## src/inc/tilt_pkg.sv

```systemverilog
// constants for the tilt alarm and report framer: register map, formats, frame layout
// assumes a 16-bit register port and byte-wide transmit stream beside it
package tilt_pkg;

  localparam int AW = 4;
  localparam int DW = 16;

  localparam logic [3:0] A_CMD  = 4'h0;
  localparam logic [3:0] A_FMT  = 4'h1;
  localparam logic [3:0] A_AVGN = 4'h2;
  localparam logic [3:0] A_HYST = 4'h3;
  localparam logic [3:0] A_XP   = 4'h4;
  localparam logic [3:0] A_XN   = 4'h5;
  localparam logic [3:0] A_YP   = 4'h6;
  localparam logic [3:0] A_YN   = 4'h7;
  localparam logic [3:0] A_SER  = 4'h8;
  localparam logic [3:0] A_STAT = 4'h9;
  localparam logic [3:0] A_AVX  = 4'hA;
  localparam logic [3:0] A_AVY  = 4'hB;
  localparam logic [3:0] A_AVT  = 4'hC;

  localparam int CMD_LIMITS = 0;
  localparam int CMD_ZERO   = 1;
  localparam int CMD_READ   = 2;
  localparam int CMD_ON     = 3;
  localparam int CMD_OFF    = 4;
  localparam int CMD_FZERO  = 5;

  typedef enum logic [2:0] {
    simple_text_format    = 3'h0,
    nmea_xdr_format       = 3'h1,
    alt_nmea_format       = 3'h2,
    pitch_roll_format     = 3'h3,
    compact_binary_format = 3'h4
  } fmt_e;

  localparam logic [9:0]  AVGN_RST = 10'h001;
  localparam logic [15:0] AVGN_MAX = 16'h03E8;
  localparam logic [15:0] HYST_RST = 16'h0000;

  localparam logic [7:0]  SYNC_A   = 8'h55;
  localparam logic [7:0]  SYNC_B   = 8'hAA;
  localparam logic [7:0]  CK_MASK  = 8'hFF;
  localparam logic [5:0]  BIN_LAST = 6'h0A;
  localparam logic [10:0] MDEG_Q16 = 11'h717;
  localparam int          TEMP_SH  = 2;

  localparam logic [7:0] PH_X = 8'h78;
  localparam logic [7:0] PH_Y = 8'h79;
  localparam logic [7:0] PH_T = 8'h74;
  localparam logic [7:0] PH_S = 8'h73;
  localparam logic [7:0] PH_H = 8'h68;
  localparam logic [7:0] CH_DASH = 8'h2D;
  localparam logic [7:0] CH_DOT  = 8'h2E;
  localparam logic [7:0] CH_STAR = 8'h2A;
  localparam logic [7:0] CH_N    = 8'h4E;
  localparam logic [7:0] CH_0    = 8'h30;

  // lower case letters mark fields; D marks degree units
  localparam int LEN_SIM = 10;
  localparam int LEN_XDR = 36;
  localparam int LEN_ALT = 38;
  localparam int LEN_PR  = 9;
  localparam logic [8*LEN_SIM-1:0] TXT_SIM = "$x,y,t,s\r\n";
  localparam logic [8*LEN_XDR-1:0] TXT_XDR = "$YXXDR,A,y,D,N,A,x,D,E,C,t,C,T-s*h\r\n";
  localparam logic [8*LEN_ALT-1:0] TXT_ALT = "$PASHS,XDR,A,y,D,N,A,x,D,E,C,t,C,T-s\r\n";
  localparam logic [8*LEN_PR-1:0]  TXT_PR  = "$PyRx*h\r\n";

endpackage

```

## src/logic/tilt_divider.sv

```systemverilog
// sequential restoring divider, one quotient bit per clock
// assumes start is a one-cycle pulse while idle; den must be nonzero
`timescale 1ns/1ps
module tilt_divider #(
  parameter int W = 26
) (
  input  wire logic         clk_i,
  input  wire logic         rst_b_i,
  input  wire logic         start_i,
  input  wire logic [W-1:0] num_i,
  input  wire logic [W-1:0] den_i,
  output logic              done_o,
  output logic [W-1:0]      quo_o,
  output logic [W-1:0]      rem_o
);
  localparam int CW = $clog2(W + 1);

  if (W < 8) begin : g_bad_width
    $error("divider width too small");
  end

  typedef struct packed {
    logic          busy;
    logic          done;
    logic [CW-1:0] cnt;
    logic [W-1:0]  den;
    logic [W-1:0]  quo;
    logic [W-1:0]  rem;
  } div_s;

  div_s       s;
  div_s       next_s;
  logic [W:0] r2;

  always_comb begin
    next_s      = s;
    next_s.done = 1'h0;
    // one spare bit keeps the trial subtraction from wrapping
    r2          = {s.rem, s.quo[W-1]};
    if (start_i) begin
      next_s.busy = 1'h1;
      next_s.cnt  = CW'(W);
      next_s.den  = den_i;
      next_s.quo  = num_i;
      next_s.rem  = '0;
    end else if (s.busy) begin
      if (r2 >= {1'h0, s.den}) begin
        next_s.rem = W'(r2 - {1'h0, s.den});
        next_s.quo = {s.quo[W-2:0], 1'h1};
      end else begin
        next_s.rem = r2[W-1:0];
        next_s.quo = {s.quo[W-2:0], 1'h0};
      end
      next_s.cnt = s.cnt - CW'(1);
      if (s.cnt == CW'(1)) begin
        next_s.busy = 1'h0;
        next_s.done = 1'h1;
      end
    end
  end

  always_ff @(posedge clk_i or negedge rst_b_i) begin
    if (!rst_b_i) begin
      s <= '0;
    end else begin
      s <= next_s;
    end
  end

  assign done_o = s.done;
  assign quo_o  = s.quo;
  assign rem_o  = s.rem;
endmodule

```

## src/logic/tilt_alarm_and_report_framer.sv

```systemverilog
// tilt alarm with hysteresis plus text and binary report framer
// assumes samples and the transmit handshake are synchronous to MCLK_I
`timescale 1ns/1ps
// What this block does
// - alarm goes high when tilt exceeds the positive limit.
// - alarm also goes high below the negative limit if that limit is positive.
// - a negative limit of zero or less is ignored.
// - one hysteresis value applies to every limit comparison.
// - alarm tilt is measured from the captured zero, else the factory zero.
// - four limits are committed together by one command and stored.
// - a single-reading command yields exactly one report in the chosen format.
// - each reading is the average of a programmable number of samples.
// - simple format is dollar, X, Y, temperature, serial, CR LF.
// - transducer format sends Y, X, temperature, serial, then star and checksum.
// - alternate sentence sends same fields, other header, no checksum.
// - pitch-roll format sends P then Y, R then X, star and checksum.
// - binary frame opens with sync bytes 0x55 then 0xAA.
// - binary tilt is sign-magnitude, sign in bit 15; Y in bytes 4 and 5.
// - binary temperature in bytes 6 and 7 is sign-magnitude.
// - serial number fills bytes 8 and 9.
// - last byte is the sum of bytes 2 to 7 masked to eight bits.
// - binary frame is eleven bytes long.
// - settings hold until software changes them.
// - text unit fields use D for degrees, C for temperature.
// - X tilt fills bytes 2 and 3, magnitude in bits 14 to 0.
// - alarm acts only between control-enable and control-disable commands.
module tilt_alarm_and_report_framer #(
  parameter logic [15:0] FACTORY_ZERO_X = 16'h0000,
  parameter logic [15:0] FACTORY_ZERO_Y = 16'h0000,
  parameter int          DIV_W          = 26
) (
  input  wire logic                   MCLK_I,
  input  wire logic                   RST_B_I,
  input  wire logic [tilt_pkg::AW-1:0] ADDR_I,
  input  wire logic [tilt_pkg::DW-1:0] WDATA_I,
  input  wire logic                   WR_I,
  input  wire logic                   RD_I,
  output logic      [tilt_pkg::DW-1:0] RDATA_O,
  input  wire logic                   SAMPLE_VALID_I,
  input  wire logic [15:0]            SAMPLE_X_I,
  input  wire logic [15:0]            SAMPLE_Y_I,
  input  wire logic [15:0]            SAMPLE_T_I,
  output logic      [7:0]             TX_DATA_O,
  output logic                        TX_VALID_O,
  input  wire logic                   TX_READY_I,
  output logic                        GENERAL_ALARM_OUT_O
);
  import tilt_pkg::*;

  // sums of up to 1000 full-scale samples need 26 bits
  if (DIV_W < 26) begin : g_bad_width
    $error("DIV_W must be at least 26");
  end

  typedef enum logic [2:0] {
    S_IDLE = 3'h0,
    S_AVG  = 3'h1,
    S_CONV = 3'h2,
    S_TEXT = 3'h3,
    S_BIN  = 3'h4
  } state_e;

  typedef struct packed {
    state_e                 st;
    fmt_e                   fmt;
    fmt_e                   rfmt;
    logic [9:0]             avgn;
    logic [15:0]            hyst;
    logic [15:0]            serial;
    logic [3:0][15:0]       stg;
    logic [3:0][15:0]       lim;
    logic                   ctrl_en;
    logic                   zero_ok;
    logic [1:0][15:0]       zero;
    logic [2:0][DIV_W-1:0]  acc;
    logic [9:0]             cnt;
    logic [2:0][DIV_W-1:0]  snap;
    logic [9:0]             snap_n;
    logic                   avg_pend;
    logic                   rep_pend;
    logic [2:0][15:0]       avg;
    logic [1:0]             ai;
    logic [1:0]             cf;
    logic [2:0]             ck;
    logic [3:0][5:0][3:0]   dig;
    logic [DIV_W-1:0]       cur;
    logic                   div_go;
    logic [5:0]             e_idx;
    logic [2:0]             e_sub;
    logic [7:0]             chk;
    logic                   ck_on;
    logic [7:0]             tx_data;
    logic                   tx_valid;
    logic                   alarm;
    logic [15:0]            rdata;
  } st_s;

  st_s                   s;
  st_s                   next_s;
  logic                  div_done;
  logic [DIV_W-1:0]      div_quo;
  logic [DIV_W-1:0]      div_rem;
  logic [DIV_W-1:0]      div_den;
  logic [2:0][15:0]      smp;
  logic [2:0][DIV_W-1:0] sum;
  logic [1:0]            trip;
  logic [1:0]            calm;
  logic [1:0][15:0]      fzero;

  function automatic logic [15:0] mag16(input logic [15:0] v);
    return v[15] ? 16'(-v) : v;
  endfunction

  function automatic logic [DIV_W-1:0] smag(input logic [DIV_W-1:0] v);
    return v[DIV_W-1] ? DIV_W'(-v) : v;
  endfunction

  // -32768 cannot be shown in 15 bits, so it saturates
  function automatic logic [15:0] sm16(input logic [15:0] v);
    logic [15:0] m;
    m = mag16(v);
    return {v[15], m[15] ? 15'h7FFF : m[14:0]};
  endfunction

  function automatic logic [7:0] hexc(input logic [3:0] d);
    return (d < 4'hA) ? 8'h30 + {4'h0, d} : 8'h37 + {4'h0, d};
  endfunction

  function automatic logic [5:0] txt_len(input fmt_e f);
    case (f)
      nmea_xdr_format:   return 6'(LEN_XDR);
      alt_nmea_format:   return 6'(LEN_ALT);
      pitch_roll_format: return 6'(LEN_PR);
      default:           return 6'(LEN_SIM);
    endcase
  endfunction

  function automatic logic [7:0] txt_char(input fmt_e f, input logic [5:0] i);
    case (f)
      nmea_xdr_format:   return TXT_XDR[8*(LEN_XDR-1-int'(i)) +: 8];
      alt_nmea_format:   return TXT_ALT[8*(LEN_ALT-1-int'(i)) +: 8];
      pitch_roll_format: return TXT_PR[8*(LEN_PR-1-int'(i)) +: 8];
      default:           return TXT_SIM[8*(LEN_SIM-1-int'(i)) +: 8];
    endcase
  endfunction

  // start value of a text field: x, y, temperature in thousandths, serial as a plain integer
  function automatic logic [DIV_W-1:0] fval(input logic [1:0] f, input logic [2:0][15:0] av,
                                            input logic [15:0] sn);
    logic [26:0] p;
    p = 27'(mag16(av[f[0]])) * 27'(MDEG_Q16);
    case (f)
      2'h0, 2'h1: return DIV_W'(p[26:16]);
      2'h2:       return DIV_W'(mag16(av[2])) << TEMP_SH;
      default:    return DIV_W'(sn);
    endcase
  endfunction

  assign smp   = {SAMPLE_T_I, SAMPLE_Y_I, SAMPLE_X_I};
  assign fzero = {FACTORY_ZERO_Y, FACTORY_ZERO_X};

  for (genvar k = 0; k < 3; k++) begin : g_sum
    assign sum[k] = s.acc[k] + DIV_W'($signed(smp[k]));
  end

  for (genvar a = 0; a < 2; a++) begin : g_axis
    logic signed [17:0] t;
    logic signed [17:0] p;
    logic signed [17:0] n;
    logic signed [17:0] h;
    assign t = 18'($signed(s.avg[a])) -
               18'($signed(s.zero_ok ? s.zero[a] : fzero[a]));
    assign p = 18'($signed(s.lim[2*a]));
    assign n = 18'($signed(s.lim[2*a+1]));
    assign h = $signed({2'h0, s.hyst});
    assign trip[a] = (t > p) || ((n > 0) && (t < n));
    assign calm[a] = (t <= p - h) && ((n <= 0) || (t >= n + h));
  end

  // divide by the sample count while averaging, by ten while making digits
  assign div_den = (s.st == S_AVG) ? DIV_W'(s.snap_n) : DIV_W'(10);

  tilt_divider #(
    .W(DIV_W)
  ) u_div (
    .clk_i   (MCLK_I),
    .rst_b_i (RST_B_I),
    .start_i (s.div_go),
    .num_i   (s.cur),
    .den_i   (div_den),
    .done_o  (div_done),
    .quo_o   (div_quo),
    .rem_o   (div_rem)
  );

  always_comb begin
    logic [7:0] tok;
    logic [7:0] ch;
    logic [7:0] bb;
    logic [2:0] last;
    logic [1:0] f;
    logic       free;
    tok  = txt_char(s.rfmt, s.e_idx);
    ch   = tok;
    bb   = s.chk & CK_MASK;
    last = 3'h0;
    f    = 2'h0;
    free = !s.tx_valid || TX_READY_I;
    next_s = s;
    next_s.div_go = 1'h0;
    next_s.rdata  = 16'h0000;
    if (s.tx_valid && TX_READY_I) begin
      next_s.tx_valid = 1'h0;
    end

    // expand a field marker into its characters
    case (tok)
      PH_X, PH_Y, PH_T: begin
        f    = (tok == PH_X) ? 2'h0 : (tok == PH_Y) ? 2'h1 : 2'h2;
        last = 3'h6;
        case (s.e_sub)
          3'h0:    ch = s.avg[f][15] ? CH_DASH : CH_0 + {4'h0, s.dig[f][5]};
          3'h1:    ch = CH_0 + {4'h0, s.dig[f][4]};
          3'h2:    ch = CH_0 + {4'h0, s.dig[f][3]};
          3'h3:    ch = CH_DOT;
          default: ch = CH_0 + {4'h0, s.dig[f][3'h6 - s.e_sub]};
        endcase
      end
      PH_S: begin
        // only four serial digits fit the field
        last = 3'h4;
        ch   = (s.e_sub == 3'h0) ? CH_N : CH_0 + {4'h0, s.dig[3][3'h4 - s.e_sub]};
      end
      PH_H: begin
        last = 3'h1;
        ch   = (s.e_sub == 3'h0) ? hexc(s.chk[7:4]) : hexc(s.chk[3:0]);
      end
      default: ;
    endcase

    case (s.e_idx)
      6'h00:       bb = SYNC_A;
      6'h01:       bb = SYNC_B;
      6'h02:       bb = sm16(s.avg[0])[15:8];
      6'h03:       bb = sm16(s.avg[0])[7:0];
      6'h04:       bb = sm16(s.avg[1])[15:8];
      6'h05:       bb = sm16(s.avg[1])[7:0];
      6'h06:       bb = sm16(s.avg[2])[15:8];
      6'h07:       bb = sm16(s.avg[2])[7:0];
      6'h08:       bb = s.serial[15:8];
      6'h09:       bb = s.serial[7:0];
      default: ;
    endcase

    case (s.st)
      S_IDLE: begin
        if (s.avg_pend) begin
          next_s.avg_pend = 1'h0;
          next_s.ai       = 2'h0;
          next_s.cur      = smag(s.snap[0]);
          next_s.div_go   = 1'h1;
          next_s.st       = S_AVG;
        end else if (s.rep_pend) begin
          next_s.rep_pend = 1'h0;
          next_s.rfmt     = s.fmt;
          next_s.e_idx    = 6'h00;
          next_s.e_sub    = 3'h0;
          next_s.chk      = 8'h00;
          next_s.ck_on    = 1'h0;
          if (s.fmt == compact_binary_format) begin
            next_s.st = S_BIN;
          end else begin
            next_s.cf     = 2'h0;
            next_s.ck     = 3'h0;
            next_s.cur    = fval(2'h0, s.avg, s.serial);
            next_s.div_go = 1'h1;
            next_s.st     = S_CONV;
          end
        end
      end
      S_AVG: begin
        if (div_done) begin
          next_s.avg[s.ai] = s.snap[s.ai][DIV_W-1] ? 16'(-div_quo) : div_quo[15:0];
          if (s.ai == 2'h2) begin
            next_s.st = S_IDLE;
          end else begin
            next_s.ai     = s.ai + 2'h1;
            next_s.cur    = smag(s.snap[s.ai + 2'h1]);
            next_s.div_go = 1'h1;
          end
        end
      end
      S_CONV: begin
        if (div_done) begin
          next_s.dig[s.cf][s.ck] = div_rem[3:0];
          next_s.div_go = 1'h1;
          if (s.ck != 3'h5) begin
            next_s.ck  = s.ck + 3'h1;
            next_s.cur = div_quo;
          end else if (s.cf != 2'h3) begin
            next_s.cf  = s.cf + 2'h1;
            next_s.ck  = 3'h0;
            next_s.cur = fval(s.cf + 2'h1, s.avg, s.serial);
          end else begin
            next_s.div_go = 1'h0;
            next_s.st     = S_TEXT;
          end
        end
      end
      S_TEXT: begin
        if (free) begin
          next_s.tx_data  = ch;
          next_s.tx_valid = 1'h1;
          if (tok == CH_STAR) begin
            next_s.ck_on = 1'h0;
          end else if (s.ck_on) begin
            next_s.chk = s.chk ^ ch;
          end
          if (s.e_idx == 6'h00) begin
            next_s.ck_on = 1'h1;
          end
          if (s.e_sub == last) begin
            next_s.e_sub = 3'h0;
            if (s.e_idx == txt_len(s.rfmt) - 6'h01) begin
              next_s.st = S_IDLE;
            end else begin
              next_s.e_idx = s.e_idx + 6'h01;
            end
          end else begin
            next_s.e_sub = s.e_sub + 3'h1;
          end
        end
      end
      S_BIN: begin
        if (free) begin
          next_s.tx_data  = bb;
          next_s.tx_valid = 1'h1;
          if (s.e_idx >= 6'h02 && s.e_idx <= 6'h07) begin
            next_s.chk = s.chk + bb;
          end
          if (s.e_idx == BIN_LAST) begin
            next_s.st = S_IDLE;
          end else begin
            next_s.e_idx = s.e_idx + 6'h01;
          end
        end
      end
      default: next_s.st = S_IDLE;
    endcase

    // a window ending during averaging overwrites the snapshot; samples are slow
    if (SAMPLE_VALID_I) begin
      if (s.cnt + 10'h001 >= s.avgn) begin
        next_s.snap     = sum;
        next_s.snap_n   = s.cnt + 10'h001;
        next_s.avg_pend = 1'h1;
        next_s.acc      = '0;
        next_s.cnt      = 10'h000;
      end else begin
        next_s.acc = sum;
        next_s.cnt = s.cnt + 10'h001;
      end
    end

    // settings change only on explicit writes
    if (WR_I) begin
      case (ADDR_I)
        A_CMD: begin
          if (WDATA_I[CMD_LIMITS]) begin
            next_s.lim = s.stg;
          end
          if (WDATA_I[CMD_ZERO]) begin
            next_s.zero    = s.avg[1:0];
            next_s.zero_ok = 1'h1;
          end
          if (WDATA_I[CMD_FZERO]) begin
            next_s.zero_ok = 1'h0;
          end
          if (WDATA_I[CMD_READ]) begin
            next_s.rep_pend = 1'h1;
          end
          if (WDATA_I[CMD_ON]) begin
            next_s.ctrl_en = 1'h1;
          end
          if (WDATA_I[CMD_OFF]) begin
            next_s.ctrl_en = 1'h0;
          end
        end
        A_FMT: begin
          if (WDATA_I <= 16'(compact_binary_format)) begin
            next_s.fmt = fmt_e'(WDATA_I[2:0]);
          end
        end
        A_AVGN: begin
          if (WDATA_I != 16'h0000 && WDATA_I <= AVGN_MAX) begin
            next_s.avgn = WDATA_I[9:0];
          end
        end
        A_HYST: next_s.hyst = WDATA_I;
        A_XP, A_XN, A_YP, A_YN: next_s.stg[ADDR_I[1:0]] = WDATA_I;
        A_SER:  next_s.serial = WDATA_I;
        default: ;
      endcase
    end

    if (RD_I) begin
      case (ADDR_I)
        A_FMT:  next_s.rdata = 16'(s.fmt);
        A_AVGN: next_s.rdata = 16'(s.avgn);
        A_HYST: next_s.rdata = s.hyst;
        A_XP, A_XN, A_YP, A_YN: next_s.rdata = s.lim[ADDR_I[1:0]];
        A_SER:  next_s.rdata = s.serial;
        A_STAT: next_s.rdata = 16'({s.st != S_IDLE || s.rep_pend, s.zero_ok,
                                    s.ctrl_en, s.alarm});
        A_AVX:  next_s.rdata = s.avg[0];
        A_AVY:  next_s.rdata = s.avg[1];
        A_AVT:  next_s.rdata = s.avg[2];
        default: next_s.rdata = 16'h0000;
      endcase
    end

    // hold until every axis is back inside its band
    next_s.alarm = s.ctrl_en && (s.alarm ? !(&calm) : (|trip));
  end

  always_ff @(posedge MCLK_I or negedge RST_B_I) begin
    if (!RST_B_I) begin
      s      <= '0;
      s.avgn <= AVGN_RST;
      s.hyst <= HYST_RST;
    end else begin
      s <= next_s;
    end
  end

  assign RDATA_O             = s.rdata;
  assign TX_DATA_O           = s.tx_data;
  assign TX_VALID_O          = s.tx_valid;
  assign GENERAL_ALARM_OUT_O = s.alarm;
endmodule

```

## config.mk

```make
export PLATFORM = sky130hd
export DESIGN_NAME = tilt_alarm_and_report_framer
export DESIGN_NICKNAME = d
export VERILOG_FILES = /design/src/inc/tilt_pkg.sv /design/src/logic/tilt_divider.sv /design/src/logic/tilt_alarm_and_report_framer.sv
export SDC_FILE = /design/constraint.sdc
export NUM_CORES = 2
export LEC_CHECK = 0
export BUFFER_PORTS_ARGS = -buffer_cell sky130_fd_sc_hd__buf_2
export CAP_MARGIN = 25
export CORE_MARGIN = 4
export CORE_UTILIZATION = 58
export CTS_CLUSTER_SIZE = 24
export DETAILED_ROUTE_END_ITERATION = 10
export GPL_ROUTABILITY_DRIVEN = 1
export GPL_TIMING_DRIVEN = 0
export PLACE_DENSITY = 0.74
export REMOVE_ABC_BUFFERS = 1
export SLEW_MARGIN = 20
export SYNTH_ARGS = -nofsm -noshare
export SYNTH_HDL_FRONTEND = slang
export SYNTH_SLANG_ARGS = --single-unit
```

## constraint.sdc

```tcl
create_clock -name MCLK_I -period 11.9 [get_ports MCLK_I]
set_input_delay 1.785 -clock MCLK_I [delete_from_list [all_inputs] [get_ports MCLK_I]]
set_output_delay 1.785 -clock MCLK_I [all_outputs]
set_load 0.02 [all_outputs]
```

[Yosys cells after proc, flatten, opt, wreduce, memory -nomap -nowiden]
Cells that the tools add are included.
Storage, ports and cells
  logic and storage cells: 428
  register bits after elaboration: 698
Cells by class
  bitwise operators: 2
  eq/ne operators: 72
  shift operators: 4
  $add $sub $neg: 41
  reduce and logical (&&, ||, !) cells: 64
  magnitude comparators: 33
  multiplexer cells: 136
  $mul: 2
Operators by type and width (number)
  $shiftx 304x10->8 const A: 1
  $shiftx 288x10->8 const A: 1
  $mux 16: 14
  $mux 27: 6
  $mux 26: 6
  $pmux 16 s9: 1
  $mux 128: 1
  $bmux 26 s2: 2
  $mux 52: 2
  $bwmux 96: 1
  $mux 88: 1
  $pmux 27 s3: 1
  $neg 16->16: 5
  $pmux 8 s10: 1
  $shiftx 80x10->8 const A: 1
  $add 26x26->26: 3
  $pmux 8 s3: 3
  $shiftx 72x10->8 const A: 1
  $bmux 16 s2: 2
  $bwmux 64: 1
  $demux 16 s2: 2
  $add 6x4->7 const A: 9
  $mul 16x11->27 const B: 2
  $neg 26->26: 2
  other kinds (106): 285

[Longest topological paths before layout]
  depth after elaboration: 18
  mapped depth: 31
  gate-level depth less buffers: 29

[Cells and area by module]
Synthesis repeated with hierarchy kept, for this count alone.
Second synthesis, totals
  cells, all modules: 6170
  area, all modules: 57465.1 um^2
Modules (own cells, without submodules)
  tilt_alarm_and_report_framer: area each 51498.1 um^2, times used 1, seq. area each 15341.0 um^2, cells an instance 5497
  tilt_divider: area each 5967.0 um^2, times used 1, seq. area each 2127.0 um^2, cells an instance 673

[Worst setup path before layout]
OpenSTA, ideal clock, no wires.
  path type: register -> register
  start: register s[170] (netlist bit)
  end: register s[54] (netlist bit)
  setup slack: 4.352 ns
  required time: 11.805 ns
  buffers on the path: 2
  cell stages (with the launch flop): 26
  arrival: 7.452 ns
  path through: dfrtp_1 clkbuf_1 clkbuf_1 clkinv_1 nor3_1 o21ai_0 or3_1 nor3_1 nor3b_1 ha_1 ha_1 fa_1 fa_1 inv_1 fa_1 inv_1 ha_1 nand3_1 nand2_1 a41o_1 o21a_1 a211o_1 or3b_2 a31oi_1 nor2_1 o31ai_1
Between the ends
  longest elaborated chain between the ends: 11
  elaborated cells on any way between the ends: 18
  those cells by class: 2 x add/sub; 1 x mul; 4 x eq/ne; 8 x mux; 3 x reduce/logical
Ends and longest elaborated chain
  start: declaration: RTL line tilt_alarm_and_report_framer.sv:98  | st_s s;
  start signal: assignment: RTL line tilt_alarm_and_report_framer.sv:432  | s <= next_s;
  $add 2x1->2: RTL line tilt_alarm_and_report_framer.sv:303  | next_s.cur = fval(s.cf + 2'h1, s.avg, s.serial);
  $mux 16 (not written as such) (2 in a row): RTL line tilt_alarm_and_report_framer.sv:151  | p = 27'(mag16(av[f[0]])) * 27'(MDEG_Q16);
  $neg 16->16: RTL line tilt_alarm_and_report_framer.sv:111  | return v[15] ? 16'(-v) : v;
  $mux 16: RTL line tilt_alarm_and_report_framer.sv:111
  $mul 16x11->27: RTL line tilt_alarm_and_report_framer.sv:151
  $pmux 18 s2: RTL line tilt_alarm_and_report_framer.sv:152  | case (f)
  $mux 26: RTL line tilt_alarm_and_report_framer.sv:300  | end else if (s.cf != 2'h3) begin
  $mux 26: RTL line tilt_alarm_and_report_framer.sv:297  | if (s.ck != 3'h5) begin
  $mux 128: RTL line tilt_alarm_and_report_framer.sv:294  | if (div_done) begin
  $pmux 27 s3: RTL line tilt_alarm_and_report_framer.sv:255  | case (s.st)
Parallel ways exist; a longest one is shown, timed or not. The select of a mux whose other input is x is not followed.
A chain may end at the register's enable or synchronous reset.

[Worst setup path in the final report]
Ends and elaborated chain as after synthesis.

==> impl_metrics.ini <==
[place]
place_inst = 6965
gp_congestion = 0.982
portBuffers = 99
dp_hpwl_um = 122000

[synth]
syn-instance-count = 5871
avgSynthCellArea_um2 = 9.33
synth_area_leaders = dfrtp_1 (31%), ha_1 (13%), mux2_2 (7.2%), fa_1 (4.6%), o21ai_0 (4.2%)
synth_top_area_share_pct = 31.1
ys_seq_area_share_pct = 31.2
ys_async_sr_fraction_pct = 100
yosys-top-cells-count = dfrtp_1 (681), ha_1 (585), inv_1 (548)
syn-cell-area_um2 = 54800
synth_area_leader_cell = dfrtp_1
ys_seq_elements = 682
synth_edf_count = 0
synth_ff_type = dfrtp_1
ys_types = 111
yosysWarningCount = 0
synth.most_common_cell = dfrtp_1

[die]
dieArea_um2 = 99400
die_h_um = 315
ioPinCount = 100
start_util_pct = 58.6
die_x_um = 315
coreArea_um2 = 93500
rows = 112

[timing]
final-setup-viol-count = 0
max_freq_mhz = 110
finalCritPeriodShare_pct = 76.7
worstMarginPinSlew_ns = 1.19
rsz0062_at_grt = no
drv_slew = 0
min_period_ns = 9.13
hold_viol = 0
max_slew_margin_pct = 18.9
finClkSkew_ns = 0.0267

[clocking]
cts_tree = built
post_cts_resized = 0
cts_root_buffer = clkbuf_16
clk_pin_slew_ns = 0.06
clk_latency_ns = 0.66
ctsHoldBuffers = 0
htree_num_levels = 3
post_cts_buffers = 0
clkSinkCount = 682
cts_made_buffers = 79
cts_buffer_depth = 3

[run]
cap_violations = 0

[worst_setup_path]
cp-start-kind = register
cp.required_ns = 12.46
worstSetupPathType = register to register
crit_buf_inv = 3
cp_top_family = compound AO/OA/AOI/OAI gates
slowest_stage = dfrtp_2
cp.arrival_ns = 9.68
cp_max_fo = 33
crit_path_end_kind = register
cp_slowest_stage_delay_ns = 0.86

[final_layout]
layout-drive-gt1-share_pct = 12.5
area_delta_synth_final_pct = 8.23
final_cells = 7117
layout.nets = 6585

[route]
num_vias = 45100
viasPerCell = 6.34
drtIter0Drc = 4607
drc_errors = 0
avgRoutedWirePerCell_um = 22.8
antenna_left = 0
postRouteWirelength_um = 162000
drt_pass1_iterations = 9

[global_route]
antenna_found_initial = 5
grt_usage_pct = 32.3
overflow = 0
grt_max_degree = 103
grt_pass1_vias = 43800
grt_pass1_wl_um = 252000

[pwr]
power_uw = 9860
p_leak_uw = 0.0286
p_per_area_nw_per_um2 = 166
peakVddDrop_mv = 0.167

[run_status]
outcome = completed

[hold_path]
worstHoldPathType = register to register
-- worst reg2reg max path: cells and delay by family (launching register included) --
family          cells  cell delay, ns
compound gates     12            3.22
fa+ha+maj           6            2.51
simple gates        3            1.02
flops               1            0.86
buf+inv             3            0.72
xor+xnor            1            0.70
-- flip-flops by register name, summed over array words and instances (netlist names), 16 cells and up --
register / count
s: 507
RDATA_O: 16
u_div.rem_o: 26
g_axis.n: 32
u_div.s: 16
u_div.quo_o: 26
g_axis.h: 16
g_axis.p: 32
-- metrics by stage --
step | hold slack [ns] | setup slack [ns] | setup TNS (ns) | utilization [%] | cell area (µm²)
floorplan | 0.442 | 4.08 | 0 | - | 53500
global placement | 0.456 | -5.51 | -3622.44 | 59.4 | 55500
detailed placement | 0.467 | 2.88 | 0 | 60.2 | 56300
CTS | 0.480 | 2.83 | 0 | 63.3 | 59200
global route | 0.505 | 2.24 | 0 | 63.4 | 59300
finish | 0.478 | 2.77 | 0 | 63.4 | 59300
-- final timing paths --
path	startpoint	endpoint	slack, ns	depth (start not counted)
hold / removal	s[99]$_DFFE_PN0P_	s[99]$_DFFE_PN0P_	0.48	2
setup reg to reg	s[170]$_DFFE_PN0P_	s[54]$_DFFE_PN0P_	2.77	25
max in group asynchronous	RST_B_I	s[35]$_DFFE_PN0P_	8.15	6
hold reg to reg	s[99]$_DFFE_PN0P_	s[99]$_DFFE_PN0P_	0.48	2
setup / recovery	s[170]$_DFFE_PN0P_	s[54]$_DFFE_PN0P_	2.77	25
min in group asynchronous	RST_B_I	g_axis[1].n[6]$_DFFE_PN0P_	1.08	1
-- report_power, final --
part           internal, µW  switching (µW)
logic                  1720            2340
registers              2690             420
clock network          1630            1060
-- layer usage --
layer	track usage [%]	routed length, µm	vias up
met5	0	18	-
met4	10.0	5260	2
met3	6.42	15400	328
met2	49.9	71600	1919
met1	46.0	69800	22100
li1	-	-	20800
-- layout by cell type (no fill, tap or decap), types with 19 or more instances in the layout --
master,netlist,final
a21o_1,96,96
mux4_2,26,26
fa_1,127,127
nor4_1,25,25
o22ai_1,42,42
o31ai_1,33,33
a21boi_0,26,26
nand2_1,450,445
nand2b_1,64,64
o21a_1,42,41
nor2b_1,54,53
nor2_1,289,280
inv_1,548,548
mux2_2,350,350
dfrtp_1,681,675
mux2i_1,114,114
buf_2,24,100
a21oi_1,291,291
a221oi_1,22,22
nand4_1,43,43
nand3_1,165,162
clkbuf_16,0,81
o211ai_1,38,38
a31oi_1,52,52
xnor2_1,216,214
xor2_1,123,123
nor3_1,92,86
o21bai_1,27,27
or3_1,41,41
or4_1,19,19
a22oi_1,34,34
ha_1,585,584
o21ai_0,457,456
and3_1,28,28
a211oi_1,56,56
-- area by class of cell --
class | count | area, µm²
fillers | 7627 | 34200
flip-flops and latches | 682 | 17100
repair buffers | 137 | 1180
multi-input cells | 4348 | 34500
clock buffers | 104 | 2220
clock inverters | 40 | 642
diodes | 1 | 2.50
well taps | 1254 | 1570
inverters | 551 | 2070
-- cells by family (layout without fill, tap and decap cells) --
| group | count (synthesis) | after routing | share of synthesized area (%) |
|---|---|---|---|
| adder cells (fa/ha/maj) | 713 | 713 | 18.0 |
| multiplexers | 490 | 490 | 10.4 |
| flip-flops | 682 | 682 | 31.2 |
| buffers and inverters | 841 | 832 | 6.13 |
| XOR/XNOR | 341 | 341 | 5.48 |
| AND/OR/NAND/NOR | 1377 | 1377 | 12.2 |
| AO/OA/AOI/OAI | 1427 | 1427 | 16.6 |
| other | 0 | 1 | 0 |
(Power assumes the default switching activity.)
